File: src/core/sdc_defs.svh
/*
  sdc_defs.svh: register offsets, field positions, reset values and
  timing counts of the shutdown control block.
  Assumes inclusion by bare name; definitions only.
*/
`ifndef SDC_DEFS_SVH
`define SDC_DEFS_SVH

// byte addresses on the apb bus
`define SDC_OFF_STOP_CTRL    12'h000
`define SDC_OFF_SHDN_EN      12'h004
`define SDC_OFF_INT_WAKE     12'h008
`define SDC_OFF_WDOG_EN      12'h00C
`define SDC_OFF_WDOG         12'h010
`define SDC_OFF_CLK_SUP      12'h014
`define SDC_OFF_CLK_SRC      12'h018
`define SDC_OFF_LV_DET       12'h01C
`define SDC_OFF_REG_SEL      12'h020
`define SDC_OFF_STATUS       12'h024

// stop control fields
`define SDC_STOP_REQ_BIT     7
`define SDC_MAIN_DIS_BIT     6
`define SDC_SUB_DIS_BIT      5
`define SDC_HIZ_BIT          4
`define SDC_SETTLE_LSB       2
// shutdown enable field
`define SDC_SHDN_EN_BIT      7
// internal wake fields
`define SDC_WD_FLAG_BIT      3
`define SDC_WD_MIRROR_BIT    2
`define SDC_RTC_FLAG_BIT     1
`define SDC_RTC_EN_BIT       0
// watchdog enable / watchdog fields
`define SDC_RUN_STOP_BIT     4
`define SDC_WD_CLEAR_BIT     3
// clock supervisor fields
`define SDC_RC_STOP_BIT      4
`define SDC_MAIN_SUP_BIT     3
`define SDC_SUB_SUP_BIT      2
// low voltage fields
`define SDC_LV_EXT_BIT       1
`define SDC_LV_INT_BIT       0

// reset values
`define SDC_RST_SETTLE       2'h0
`define SDC_RST_CLK_SUP      8'h1C
`define SDC_RST_RTC_SEL      2'h0
`define SDC_RST_SUB_LEVEL    8'h01
`define SDC_SUB_LEVEL_LOW    8'h00

// rtc source encodings
`define SDC_RTC_SEL_SUB      2'h1
`define SDC_RTC_SEL_RC       2'h2

// reset pulse count toward the processor, in ns, and in cycles of 4 ns; the init pulse lasts one cycle longer (11 cycles)
`define SDC_INIT_PULSE_NS    40
`define SDC_CLK_NS           4
`define SDC_INIT_CYC         (`SDC_INIT_PULSE_NS / `SDC_CLK_NS)

`endif

File: src/core/sdc_pkg.sv
/*
  sdc_pkg.sv: types of the shutdown control block.
  Assumes sdc_defs.svh is compiled alongside.
*/
package sdc_pkg;

  typedef enum logic [1:0] {SDC_RUN, SDC_STOP, SDC_SHDN, SDC_INIT} sdc_state_t;

  // clock choices driven to the clock tree
  typedef struct packed {
    logic       main_osc_on;
    logic       sub_osc_on;
    logic       rc_osc_on;
    logic       sub_from_rc_div2;
    logic [1:0] rtc_clock_select;
    logic       cpu_on_rc;
  } sdc_clk_t;

  // raw events from the oscillators, watchdog and rtc
  typedef struct packed {
    logic wdog_timeout;
    logic main_osc_fail;
    logic sub_osc_fail;
    logic rtc_irq;
  } sdc_evt_t;

endpackage : sdc_pkg

File: src/core/sdc_sync.sv
/*
  sdc_sync.sv: three-flop synchroniser; a change is taken once the second
  and third stage agree.
  Assumes one clock, asynchronous active-low reset.
*/
`timescale 1ns/10ps
module sdc_sync
(
  input  wire logic pclk,
  input  wire logic presetn,
  input  wire logic din,
  output logic      dout
);
  typedef struct packed {
    logic s1;
    logic s2;
    logic s3;
    logic q;
  } sdc_sync_st_t;

  sdc_sync_st_t st;
  sdc_sync_st_t next_st;

  always_comb
  begin
    next_st    = st;
    next_st.s1 = din;
    next_st.s2 = st.s1;
    next_st.s3 = st.s2;
    if (st.s2 == st.s3)
    begin
      next_st.q = st.s3;
    end
  end

  always_ff @(posedge pclk or negedge presetn)
  begin
    if (!presetn)
    begin
      st <= '0;
    end
    else
    begin
      st <= next_st;
    end
  end

  assign dout = st.q;
endmodule : sdc_sync

File: src/core/sdc_apb_if.sv
/*
  sdc_apb_if.sv: apb slave front end; takes rd_hit from the decode in sdc_top (one word per register) and
  answers every access without wait states, pslverr on unmapped offsets.
  Assumes a standard apb master on pclk.
*/
`timescale 1ns/10ps
module sdc_apb_if
(
  input  wire logic        pclk,
  input  wire logic        presetn,
  input  wire logic        psel,
  input  wire logic        penable,
  input  wire logic        pwrite,
  input  wire logic [11:0] paddr,
  input  wire logic [31:0] pwdata,
  input  wire logic [31:0] rd_word,
  input  wire logic        rd_hit,
  output logic             pready,
  output logic             pslverr,
  output logic [31:0]      prdata,
  output logic             wr_stb,
  output logic             rd_stb,
  output logic [7:0]       wr_byte
);
  typedef struct packed {
    logic [31:0] rdata;
  } sdc_apb_st_t;

  sdc_apb_st_t st;
  sdc_apb_st_t next_st;
  logic        access;

  assign access  = psel & penable;
  assign pready  = 1'b1;
  assign pslverr = access & ~rd_hit;
  assign wr_stb  = access & pwrite & rd_hit;
  assign rd_stb  = access & ~pwrite & rd_hit;
  assign wr_byte = pwdata[7:0];

  // data registered in setup so the access phase sees stable read data
  always_comb
  begin
    next_st = st;
    if (psel && !penable && !pwrite)
    begin
      next_st.rdata = rd_hit ? rd_word : 32'h0000_0000;
    end
  end

  always_ff @(posedge pclk or negedge presetn)
  begin
    if (!presetn)
    begin
      st <= '0;
    end
    else
    begin
      st <= next_st;
    end
  end

  assign prdata = st.rdata;
endmodule : sdc_apb_if

File: src/core/sdc_top.sv
/*
  sdc_top.sv: shutdown control with stop/shutdown sequencing, wake sources,
  clock supervision and the registers that survive recovery.
  Assumes event inputs come from other clock domains or pins; pclk stays
  alive across recovery (models the always-on domain).
*/
// Added by the designer: the APB slave port and the placing of the registers.
`timescale 1ns/10ps
`include "sdc_defs.svh"

module sdc_top
(
  input  wire logic            pclk,
  input  wire logic            presetn,
  input  wire logic            psel,
  input  wire logic            penable,
  input  wire logic            pwrite,
  input  wire logic [11:0]     paddr,
  input  wire logic [31:0]     pwdata,
  output logic                 pready,
  output logic                 pslverr,
  output logic [31:0]          prdata,
  input  wire sdc_pkg::sdc_evt_t evt_in,
  input  wire logic            ext_wake,
  input  wire logic            wake_irq,
  output logic                 init_reset_n,
  output logic                 in_stop,
  output logic                 in_shutdown,
  output logic                 pulls_disabled,
  output logic                 pins_hiz,
  output logic                 sub_reg_low,
  output logic                 wdog_clear,
  output sdc_pkg::sdc_clk_t    clk_ctrl
);
  typedef struct packed {
    sdc_pkg::sdc_state_t state;
    logic       main_osc_disable;
    logic       sub_osc_disable;
    logic       pin_float_in_stop;
    logic [1:0] osc_settle_time;
    logic       shutdown_enable_bit;
    logic       watchdog_run_in_stop;
    logic       watchdog_wake_flag;
    logic       rtc_wake_flag;
    logic       rtc_wake_enable;
    logic       rc_osc_stop_enable;
    logic       main_supervise_enable;
    logic       sub_supervise_enable;
    logic       sub_failed;
    logic [1:0] rtc_clock_select;
    logic       lv_external_powerdown;
    logic       lv_internal_powerdown;
    logic [7:0] sub_regulator_level;
    logic       cpu_on_rc;
    logic       wdog_clear;
    logic [3:0] init_cnt;
  } sdc_st_t;

  sdc_st_t st;
  sdc_st_t next_st;

  logic        wdog_to;
  logic        main_fail;
  logic        sub_fail;
  logic        rtc_ev;
  logic        wr_stb;
  logic [7:0]  wr_byte;
  logic [31:0] rd_word;
  logic        rd_hit;
  logic        init_evt;
  logic        rc_running;
  logic        main_sup_on;
  logic        stopped;

  sdc_sync u_sync_wd   (.pclk(pclk), .presetn(presetn), .din(evt_in.wdog_timeout),
                        .dout(wdog_to));
  sdc_sync u_sync_main (.pclk(pclk), .presetn(presetn), .din(evt_in.main_osc_fail),
                        .dout(main_fail));
  sdc_sync u_sync_sub  (.pclk(pclk), .presetn(presetn), .din(evt_in.sub_osc_fail),
                        .dout(sub_fail));
  sdc_sync u_sync_rtc  (.pclk(pclk), .presetn(presetn), .din(evt_in.rtc_irq),
                        .dout(rtc_ev));

  sdc_apb_if u_apb
  (
    .pclk    (pclk),
    .presetn (presetn),
    .psel    (psel),
    .penable (penable),
    .pwrite  (pwrite),
    .paddr   (paddr),
    .pwdata  (pwdata),
    .rd_word (rd_word),
    .rd_hit  (rd_hit),
    .pready  (pready),
    .pslverr (pslverr),
    .prdata  (prdata),
    .wr_stb  (wr_stb),
    .rd_stb  (),
    .wr_byte (wr_byte)
  );

  assign stopped    = (st.state == sdc_pkg::SDC_STOP) || (st.state == sdc_pkg::SDC_SHDN);
  // rc forced on by run-in-stop
  assign rc_running = !stopped || st.rc_osc_stop_enable || st.watchdog_run_in_stop;
  assign main_sup_on = st.main_supervise_enable && !(stopped && st.main_osc_disable)
                       && rc_running;

  // supervisor reset rides the watchdog line; in shutdown only while it runs
  always_comb
  begin
    init_evt = wdog_to || (main_fail && main_sup_on);
    if (st.state == sdc_pkg::SDC_SHDN && !st.watchdog_run_in_stop)
    begin
      init_evt = 1'b0;
    end
  end

  // read mux
  always_comb
  begin
    rd_word = 32'h0000_0000;
    rd_hit  = 1'b1;
    case (paddr)
      `SDC_OFF_STOP_CTRL:
      begin
        rd_word[`SDC_MAIN_DIS_BIT] = st.main_osc_disable;
        rd_word[`SDC_SUB_DIS_BIT]  = st.sub_osc_disable;
        rd_word[`SDC_HIZ_BIT]      = st.pin_float_in_stop;
        rd_word[`SDC_SETTLE_LSB +: 2] = st.osc_settle_time;
      end
      `SDC_OFF_SHDN_EN:  rd_word[`SDC_SHDN_EN_BIT] = st.shutdown_enable_bit;
      `SDC_OFF_INT_WAKE:
      begin
        rd_word[`SDC_WD_FLAG_BIT]   = st.watchdog_wake_flag;
        rd_word[`SDC_WD_MIRROR_BIT] = st.watchdog_run_in_stop;
        rd_word[`SDC_RTC_FLAG_BIT]  = st.rtc_wake_flag;
        rd_word[`SDC_RTC_EN_BIT]    = st.rtc_wake_enable;
      end
      `SDC_OFF_WDOG_EN:  rd_word[`SDC_RUN_STOP_BIT] = st.watchdog_run_in_stop;
      `SDC_OFF_WDOG:     rd_word[`SDC_WD_CLEAR_BIT] = st.wdog_clear;
      `SDC_OFF_CLK_SUP:
      begin
        rd_word[`SDC_RC_STOP_BIT]  = st.rc_osc_stop_enable;
        rd_word[`SDC_MAIN_SUP_BIT] = st.main_supervise_enable;
        rd_word[`SDC_SUB_SUP_BIT]  = st.sub_supervise_enable;
      end
      `SDC_OFF_CLK_SRC:  rd_word[1:0] = st.rtc_clock_select;
      `SDC_OFF_LV_DET:
      begin
        rd_word[`SDC_LV_EXT_BIT] = st.lv_external_powerdown;
        rd_word[`SDC_LV_INT_BIT] = st.lv_internal_powerdown;
      end
      `SDC_OFF_REG_SEL:  rd_word[7:0] = st.sub_regulator_level;
      `SDC_OFF_STATUS:
      begin
        rd_word[1:0] = st.state;
        rd_word[2]   = st.cpu_on_rc;
        rd_word[3]   = st.sub_failed;
      end
      default:           rd_hit = 1'b0;
    endcase
  end

  always_comb
  begin
    next_st            = st;
    next_st.wdog_clear = 1'b0;
    if (wr_stb)
    begin
      case (paddr)
        `SDC_OFF_STOP_CTRL:
        begin
          next_st.main_osc_disable  = wr_byte[`SDC_MAIN_DIS_BIT];
          next_st.sub_osc_disable   = wr_byte[`SDC_SUB_DIS_BIT];
          next_st.pin_float_in_stop = wr_byte[`SDC_HIZ_BIT];
          next_st.osc_settle_time   = wr_byte[`SDC_SETTLE_LSB +: 2];
          if (wr_byte[`SDC_STOP_REQ_BIT] && st.state == sdc_pkg::SDC_RUN)
          begin
            // enable bit picks the flavour of stop
            next_st.state = st.shutdown_enable_bit ? sdc_pkg::SDC_SHDN
                                                   : sdc_pkg::SDC_STOP;
          end
        end
        `SDC_OFF_SHDN_EN:  next_st.shutdown_enable_bit = wr_byte[`SDC_SHDN_EN_BIT];
        `SDC_OFF_INT_WAKE:
        begin
          next_st.rtc_wake_enable = wr_byte[`SDC_RTC_EN_BIT];
          if (!wr_byte[`SDC_WD_FLAG_BIT])
          begin
            next_st.watchdog_wake_flag = 1'b0;
          end
          if (!wr_byte[`SDC_RTC_FLAG_BIT])
          begin
            next_st.rtc_wake_flag = 1'b0;
          end
        end
        `SDC_OFF_WDOG_EN:
        begin
          // set-only: a zero write leaves it alone
          next_st.watchdog_run_in_stop = st.watchdog_run_in_stop
                                         | wr_byte[`SDC_RUN_STOP_BIT];
        end
        `SDC_OFF_WDOG:     next_st.wdog_clear = ~wr_byte[`SDC_WD_CLEAR_BIT];
        `SDC_OFF_CLK_SUP:
        begin
          next_st.rc_osc_stop_enable    = wr_byte[`SDC_RC_STOP_BIT];
          next_st.main_supervise_enable = wr_byte[`SDC_MAIN_SUP_BIT];
          next_st.sub_supervise_enable  = wr_byte[`SDC_SUB_SUP_BIT];
        end
        `SDC_OFF_CLK_SRC:  next_st.rtc_clock_select = wr_byte[1:0];
        `SDC_OFF_LV_DET:
        begin
          next_st.lv_external_powerdown = wr_byte[`SDC_LV_EXT_BIT];
          next_st.lv_internal_powerdown = wr_byte[`SDC_LV_INT_BIT];
        end
        `SDC_OFF_REG_SEL:  next_st.sub_regulator_level = wr_byte;
        default:           next_st.sub_regulator_level = st.sub_regulator_level;
      endcase
    end

    // sub failure latches substitution, no reset
    if (sub_fail && st.sub_supervise_enable && rc_running
        && !(stopped && st.sub_osc_disable))
    begin
      next_st.sub_failed = 1'b1;
    end

    case (st.state)
      sdc_pkg::SDC_RUN:
      begin
        if (init_evt)
        begin
          next_st.state     = sdc_pkg::SDC_INIT;
          next_st.init_cnt  = 4'(`SDC_INIT_CYC);
          next_st.cpu_on_rc = main_fail && main_sup_on;
        end
      end
      sdc_pkg::SDC_STOP:
      begin
        if (init_evt)
        begin
          next_st.state     = sdc_pkg::SDC_INIT;
          next_st.init_cnt  = 4'(`SDC_INIT_CYC);
          next_st.cpu_on_rc = main_fail && main_sup_on;
        end
        else if (wake_irq)
        begin
          next_st.state = sdc_pkg::SDC_RUN;
        end
      end
      sdc_pkg::SDC_SHDN:
      begin
        if (init_evt || (rtc_ev && st.rtc_wake_enable) || ext_wake)
        begin
          next_st.state    = sdc_pkg::SDC_INIT;
          next_st.init_cnt = 4'(`SDC_INIT_CYC);
          // flag only when the watchdog was allowed to run in stop
          if (wdog_to && st.watchdog_run_in_stop)
          begin
            next_st.watchdog_wake_flag = 1'b1;
          end
          if (rtc_ev && st.rtc_wake_enable)
          begin
            next_st.rtc_wake_flag   = 1'b1;
            next_st.rtc_wake_enable = 1'b0;
          end
          // watchdog recovery on main, supervisor failure on rc
          next_st.cpu_on_rc = main_fail && main_sup_on && !wdog_to;
          // settle time, rtc select, supervisor and flags survive
          next_st.main_osc_disable    = 1'b0;
          next_st.sub_osc_disable     = 1'b0;
          next_st.pin_float_in_stop   = 1'b0;
          next_st.shutdown_enable_bit = 1'b0;
        end
      end
      sdc_pkg::SDC_INIT:
      begin
        if (st.init_cnt == 4'h0)
        begin
          next_st.state = sdc_pkg::SDC_RUN;
        end
        else
        begin
          next_st.init_cnt = st.init_cnt - 4'h1;
        end
      end
      default: next_st.state = sdc_pkg::SDC_RUN;
    endcase
  end

  always_ff @(posedge pclk or negedge presetn)
  begin
    if (!presetn)
    begin
      st                       <= '0;
      st.state                 <= sdc_pkg::SDC_RUN;
      st.osc_settle_time       <= `SDC_RST_SETTLE;
      st.rc_osc_stop_enable    <= 1'(`SDC_RST_CLK_SUP >> `SDC_RC_STOP_BIT);
      st.main_supervise_enable <= 1'b1;
      st.sub_supervise_enable  <= 1'b1;
      st.rtc_clock_select      <= `SDC_RST_RTC_SEL;
      st.sub_regulator_level   <= `SDC_RST_SUB_LEVEL;
    end
    else
    begin
      st <= next_st;
    end
  end

  // drives low during recovery init and on any watchdog/supervisor init
  assign init_reset_n   = (st.state != sdc_pkg::SDC_INIT);
  assign in_stop        = stopped;
  assign in_shutdown    = (st.state == sdc_pkg::SDC_SHDN);
  assign pulls_disabled = stopped && st.pin_float_in_stop;
  assign pins_hiz       = stopped && st.pin_float_in_stop;
  assign sub_reg_low    = stopped && (st.sub_regulator_level == `SDC_SUB_LEVEL_LOW);
  assign wdog_clear     = st.wdog_clear;

  always_comb
  begin
    clk_ctrl.main_osc_on      = !(stopped && st.main_osc_disable);
    clk_ctrl.sub_osc_on       = !(stopped && st.sub_osc_disable);
    clk_ctrl.rc_osc_on        = rc_running;
    clk_ctrl.sub_from_rc_div2 = st.sub_failed;
    clk_ctrl.rtc_clock_select = st.rtc_clock_select;
    clk_ctrl.cpu_on_rc        = st.cpu_on_rc;
  end
endmodule : sdc_top

File: config.mk
export PLATFORM = sky130hd
export DESIGN_NAME = sdc_top
export DESIGN_NICKNAME = d
export VERILOG_FILES = /design/src/core/sdc_pkg.sv /design/src/core/sdc_sync.sv /design/src/core/sdc_apb_if.sv /design/src/core/sdc_top.sv
export VERILOG_INCLUDE_DIRS = /design/src /design/src/core
export SDC_FILE = /design/constraint.sdc
export NUM_CORES = 1
export LEC_CHECK = 0
export BUFFER_PORTS_ARGS = -buffer_cell sky130_fd_sc_hd__buf_2
export CORE_MARGIN = 1.5
export CORE_UTILIZATION = 51
export DETAILED_ROUTE_END_ITERATION = 7
export PLACE_DENSITY = 0.81
export SLEW_MARGIN = 20
export SYNTH_ARGS = -nofsm -noshare
export SYNTH_HDL_FRONTEND = slang
export SYNTH_SLANG_ARGS = --single-unit
File: constraint.sdc
create_clock -name pclk -period 2.96 [get_ports pclk]
set_input_delay 0.148 -clock pclk [delete_from_list [all_inputs] [get_ports pclk]]
set_output_delay 0.148 -clock pclk [all_outputs]
set_load 0.01 [all_outputs]
== Word level (Yosys, flattened, before mapping) ==
Cells that the tools add are included.
Word-level totals
  word-level logic and storage cells: 152
  input port bits: 55
  register bits: 82
Cells by class
  equal/unequal tests: 20
  bitwise operators: 7
  reductions and logical operators: 45
  mux-type cells: 41
  add/subtract/negate cells: 1
Operators with widths (number)
  $eq 12x5->1 const B: 4
  $eq 12x4->1 const B: 2
  $eq 12x6->1 const B: 2
  $logic_and 1x1->1: 17
  $mux 15: 1
  $mux 3: 5
  $mux 2: 7
  $mux 1: 13
  $eq 12x3->1 const B: 1
  $logic_not 12->1: 1
  $mux 4: 3
  $pmux 4 s3: 1
  $reduce_and 2->1: 6
  $pmux 2 s5: 1
  $reduce_or 10->1: 1
  $logic_not 8->1: 1
  $mux 8: 1
  $pmux 2 s4: 1
  $logic_not 1->1: 7
  $mux 7: 1
  $logic_or 1x1->1: 6
  $pmux 1 s6: 1
  $reduce_and 3->1: 2
  $mux 5: 1
  other kinds (17): 28

== Logic depth before layout (Yosys ltp) ==
  word-level depth: 13
  gate-level depth with buffers: 8

== Cells and area by module ==
A second synthesis with hierarchy kept.
Unflattened totals
  cell total of the unflattened synthesis: 390
  area total of the unflattened synthesis: 4176.5 µm²
Modules (own cells, without submodules)
  sdc_top: instances 1, sequential area each 855.8 µm², area each 2169.6 µm², cells each 219
  sdc_apb_if: instances 1, sequential area each 800.8 µm², area each 1561.5 µm², cells each 151
  sdc_sync: instances 4, sequential area each 100.1 µm², area each 111.4 µm², cells each 5

== Worst setup path before layout ==
Ideal clock, no wire load.
  path kind: flip-flop to flip-flop
  start: register st[32] in the netlist's numbering
  end: register st[0] in the netlist's numbering
  stages on the path, launching flop included: 9
  required time: 2832 ps
  setup slack: 605 ps
  buffers on the path: 1
  data arrival time: 2226 ps
  setup time: 128 ps
  cells stage by stage: dfrtp_1 inv_1 ha_1 or3b_1 clkbuf_1 a311o_1 a2bb2oi_2 mux2i_1 o31ai_1
On the way
  cells in the longest elaborated chain, start to end: 13
  elaborated cells on any way between the ends: 24
  those cells by class: 6 x eq/ne; 2 x mux; 16 x reduce/logical
RTL lines
  start: declaration: RTL line sdc_top.sv:59  | sdc_st_t st;
  start signal: assignment: RTL line sdc_top.sv:307  | st <= next_st;
  $eq 2x1->1 or $eq 2x2->1 (tied branches): RTL line sdc_top.sv:103  | assign stopped = (st.state == sdc_pkg::SDC_STOP) || (st.state == sdc_pkg::SDC_SHDN);
  $logic_or 1x1->1 (*): RTL line sdc_top.sv:103
  net in_stop: RTL line sdc_top.sv:27  | output logic in_stop,
  $logic_not 1->1 (*): RTL line sdc_top.sv:105  | assign rc_running = !stopped || st.rc_osc_stop_enable || st.watchdog_run_in_stop;
  $logic_or 1x1->1 (*) (2 in series): RTL line sdc_top.sv:105
  net rc_running: RTL line sdc_top.sv:71  | logic rc_running;
  $logic_and 1x1->1 (*): RTL line sdc_top.sv:107  | && rc_running;
  $logic_and 1x1->1 (*): RTL line sdc_top.sv:112  | init_evt = wdog_to || (main_fail && main_sup_on);
  $logic_or 1x1->1 (*): RTL line sdc_top.sv:112
  $mux 1 (*): RTL line sdc_top.sv:113  | if (st.state == sdc_pkg::SDC_SHDN && !st.watchdog_run_in_stop)
  $logic_or 1x1->1 (2 in series): RTL line sdc_top.sv:254  | if (init_evt || (rtc_ev && st.rtc_wake_enable) || ext_wake)
  $ne 2x1->1 (no line)
  $reduce_and 3->1 (no line) (*)
The timed path passes the listed nets; every way through them passes the cells marked *.
A chain may end at the register's enable or synchronous reset.

== Final worst setup path ==
  start: register st[32] in the netlist's numbering
  end: register st[0] in the netlist's numbering
On the way
  cells in the longest elaborated chain, start to end: 13
  elaborated cells on any way between the ends: 24
  those cells by class: 6 x eq/ne; 2 x mux; 16 x reduce/logical
RTL lines (RTL line)
  $eq 2x1->1 or $eq 2x2->1 (tied branches): sdc_top.sv:103, sdc_top.sv:229, sdc_top.sv:113
  $logic_or 1x1->1: sdc_top.sv:103
  $logic_and 1x1->1 or $logic_not 1->1 (tied branches): sdc_top.sv:106, sdc_top.sv:105
  $logic_not 1->1 or $logic_or 1x1->1 (tied branches): sdc_top.sv:106, sdc_top.sv:105
  $logic_and 1x1->1 or $logic_or 1x1->1 (tied branches): sdc_top.sv:106, sdc_top.sv:105
  $logic_and 1x1->1: sdc_top.sv:107
  $logic_and 1x1->1: sdc_top.sv:112
  $logic_or 1x1->1: sdc_top.sv:112
  $mux 1: sdc_top.sv:113
  $logic_or 1x1->1 (2 in series): sdc_top.sv:254
  $ne 2x1->1 (no line)
  $reduce_and 3->1 (no line)
Parallel ways exist; a longest one is shown, timed or not.

==> results.md <==
- Initial Utilization: 52.51%
- CTS buffer count: 9
- EDFF count, synth: 0
- VDD IR max: 0.4320 mV
- CP startpoint: st[32]$_DFF_PN0_
- Worst path cell trace: inv_1 -> ha_1 -> or3b_1 -> a311o_1 -> a2bb2oi_2 -> mux2i_1 -> o31ai_1
- Number of synthesized register bits: 58
- Share of layout cells above drive strength 1: 28.33%
- WL final: 6.778 mm
- Vias in the first global route: 2323
- Pin count of the biggest net entering global routing: 35
- Post-Synth XOR/XNOR Area: 0%
- CP required: 3.18 ns
- # rows: 28
- Skew final: 0.01097 ns
- Horiz. Die Dim: 80.85 µm
- Slowest-stage cell, CP: or3b_1
- R2R Setup Slk: 0.38 ns
- Arrival time at the worst endpoint: 2.80 ns
- Ys flop type: dfrtp_1
- Largest family of logic cells by synthesized area: simple AND/OR/NAND/NOR gates
- Status: finished, final reports clean
- Final hold violations: 0
- Highest Clock Rate: 387.3 MHz
- Pre-antenna DRT Iters: 4
- CP max stage delay: 0.47 ns
- Clock Sink Count: 58
- First-pass GRT wire length: 11.14 mm
- Clock root buffer: clkbuf_8
- CTS tree: yes
- Post-layout min period: 2.582 ns
- Worst-path maximum fanout: 9
- Post-synth cell types: 51
- Crit Reg-Reg Endpoint: st[0]$_DFFE_PN0P_
- Part of the power in registers: 41.0%
- Clock transition at the registers of the reported paths: 0.07 ns
- Post-Place Worst Slack: 0.3666 ns
- Max-cap check violation count: 0
- Wire per inst: 15.84 µm
- IO Count: 103
- H-tree depth: 3
- GRT overflow: 0
- Kind of critical path: flip-flop to flip-flop
- Total power: 2168 µW
- Synth Area in Compound Gates: 11.70%
- Die Footprint: 6536 µm²
- Mean Syn Cell Area: 10.51 µm²
- Via count: 2331
- Final setup TNS: 0 ns
- Crit path to: st[0]$_DFFE_PN0P_
- Area Overhead vs Synth: 14.41%
- # DRC: 0
- RSZ-0062 raised after global routing: false
- Post-synth ARST share: 100.0%
- Initial DRC count: 115
- Hold Path Class: primary input to flip-flop
- Initial antenna violation count: 0
- Net Sw Frac: 31.13%
- Clock buffer depth: 2
- Post-Synth Adder-Cell Area: 3.725%
- Reg2reg path depth: 7
- Fin crit share: 87.22%
- Pint: 1493 µW
- Die extent in y: 80.85 µm
- Simple-gate share of the synthesized area: 16.36%
- Crit end category: flip-flop
- CP startpoint kind: flip-flop
- Gpl congestion: 0.8606
- Sw power: 674.9 µW
- Antenna fix cells: 0
- Slew Limit Fails: 0
- GRT Total Usage: 23.07%
- Max_slew headroom: 47.34%
- Core ar.: 5886 µm²
- IO buf count: 53
- Fin nets: 410
- # setup viols final: 0
- Multiplexer share of the synthesized area: 10.69%
- Syn. warnings: 0
- DP HPWL: 5.016 mm
- Clock Latency Late Sink: 0.34 ns
- Final ANT Viol Nets: 0
- PD cells: 613.0 nW/µm²
- Final WS setup: 0.3783 ns
- Combinational power share: 24.1%
- Mapped Cells: 294
- R2r startpoint: st[32]$_DFF_PN0_
- Mapped Area: 3090 µm²
- Clock power frac: 34.8%
- Fill cells: 520
- Via/cell ratio: 5.446
- Sequential share of the synthesized area: 47.13%
- Worst slew pin tran: 0.7899 ns
- P_leak: 0.001723 µW
-- state kept, by name (all words and copies together) (netlist names) --
name and count:
clk_ctrl 4, st 29, u_apb.prdata 8, u_sync_main.dout 1, u_sync_main.next_st 2, u_sync_main.st 1, u_sync_rtc.dout 1, u_sync_rtc.next_st 2
u_sync_rtc.st 1, u_sync_sub.dout 1, u_sync_sub.next_st 2, u_sync_sub.st 1, u_sync_wd.dout 1, u_sync_wd.next_st 2, u_sync_wd.st 1, wdog_clear 1
-- what timing repair did --
item	in CTS	in global routing
endpoints found under the hold margin	33	0
buffers inserted	0	0
resized for setup	0	0
hold buffers	5	0
-- cell type report --
cell class	count	area, µm²	area share (%)
sequential	58	1456	41.19
multi-input combinational	209	1406	39.77
timing repair buffer	61	337.8	9.554
clock buffer	13	168.9	4.777
tap	75	93.84	2.654
inverter	10	37.54	1.062
clock inverter	2	35.03	0.9908
-- Yosys cell counts (3+ instances only) --
library cell  instances  area [µm²]
dfrtp_1              54        1351
buf_4                31       232.7
nand2_1              23       86.33
nor2_1               17       63.81
mux2_2               16       180.2
o21ai_0              16       80.08
mux2i_1              15       150.1
inv_1                10       37.54
nand3_1               8       40.04
clkbuf_1              6       22.52
ha_1                  6       75.07
nor3_1                6       30.03
a21oi_1               5       25.02
a31oi_1               5       31.28
o41ai_1               5       43.79
and2_1                4       25.02
dfstp_2               4       105.1
maj3_1                4       40.04
nand4_1               4       25.02
nor4_1                4       25.02
a21o_1                3       22.52
and3_1                3       18.77
nand2b_1              3       18.77
nor4b_1               3       26.28
o22ai_1               3       18.77
o31ai_1               3       22.52
-- layout by cell type, fill, tap and decap left out, types with 3 or more instances in the layout --
cell / count
inv_1: 10
nor4b_1: 3
o21ai_0: 16
nand2b_1: 3
and3_1: 3
nand2_1: 23
nor2_1: 17
nand4_1: 4
maj3_1: 4
mux2i_1: 15
nor4_1: 4
nor3_1: 6
o31ai_1: 3
and2_1: 4
dlygate4sd3_1: 5
clkbuf_8: 12
a21o_1: 3
o22ai_1: 3
dfstp_2: 4
mux2_2: 16
buf_4: 3
nand3_1: 8
a21oi_1: 5
o41ai_1: 5
a31oi_1: 5
buf_2: 53
dfrtp_1: 54
ha_1: 6
conb_1: 25
-- through the flow --
| stage | hold WS, ns | instances | utilization [%] | instance area [µm²] |
|---|---|---|---|---|
| 5_1_grt | 0.05179 | 428 | 60.08 | 3536 |
| 2_1_floorplan | -0.1476 | 317 | - | 3177 |
| 4_1_cts | 0.04688 | 428 | 60.08 | 3536 |
| 3_5_place_dp | 0.2573 | 408 | 55.76 | 3282 |
| 3_3_place_gp | 0.2559 | 408 | 55.76 | 3282 |
| 6_report | 0.05516 | 428 | 60.08 | 3536 |
-- logic make-up (layout without fill, tap and decap cells) --
logic type | count (synthesis) | after routing
compound gates | 53 | 53
fa+ha+maj | 10 | 10
buf+inv | 50 | 86
flops | 58 | 58
mux | 31 | 31
other cells | 2 | 25
simple gates | 90 | 90
-- critical path, delay by kind of cell, from the launching register on --
| kind | cells | cell delay, ns |
|---|---|---|
| AO/OA/AOI/OAI | 3 | 0.83 |
| adder cells (fa/ha/maj) | 1 | 0.42 |
| buffers and inverters | 1 | 0.09 |
| flip-flops | 1 | 0.42 |
| multiplexers | 1 | 0.23 |
| AND/OR/NAND/NOR | 1 | 0.47 |
-- how the worst min path moves through the flow --
stage / from / endpoint / slack, ns / cells after the start
after CTS: pwdata[6] / st[12]$_DFFE_PN0P_ / 0.05 / 2
final: pwdata[6] / st[12]$_DFFE_PN0P_ / 0.06 / 2
after global routing: pwdata[6] / st[12]$_DFFE_PN0P_ / 0.05 / 2
after floorplan: presetn / clk_ctrl[0]$_DFFE_PN0P_ / -0.15 / 0
after global placement: evt_in[1] / u_sync_sub.next_st[2]$_DFF_PN0_ / 0.26 / 1
after detailed placement: evt_in[1] / u_sync_sub.next_st[2]$_DFF_PN0_ / 0.26 / 1
-- power by group through the flow --
stage / combinational [µW] / clock, µW / sequential [µW]
6_report: 523 / 755 / 890
5_1_grt: 588 / 807 / 898
4_1_cts: 525 / 771 / 889
3_5_place_dp: 518 / 0 / 903
3_3_place_gp: 497 / 0 / 897
2_1_floorplan: 373 / 0 / 889
-- per-layer routing --
layer,vias up,routed length [µm],global-route usage [%]
li1,1113,-,-
met1,1123,3131,30.17
met2,83,3155,35.75
met3,12,356,6.067
met4,0,135,10.86
met5,-,0,0
Note: power is estimated with default switching activity, not from simulation.
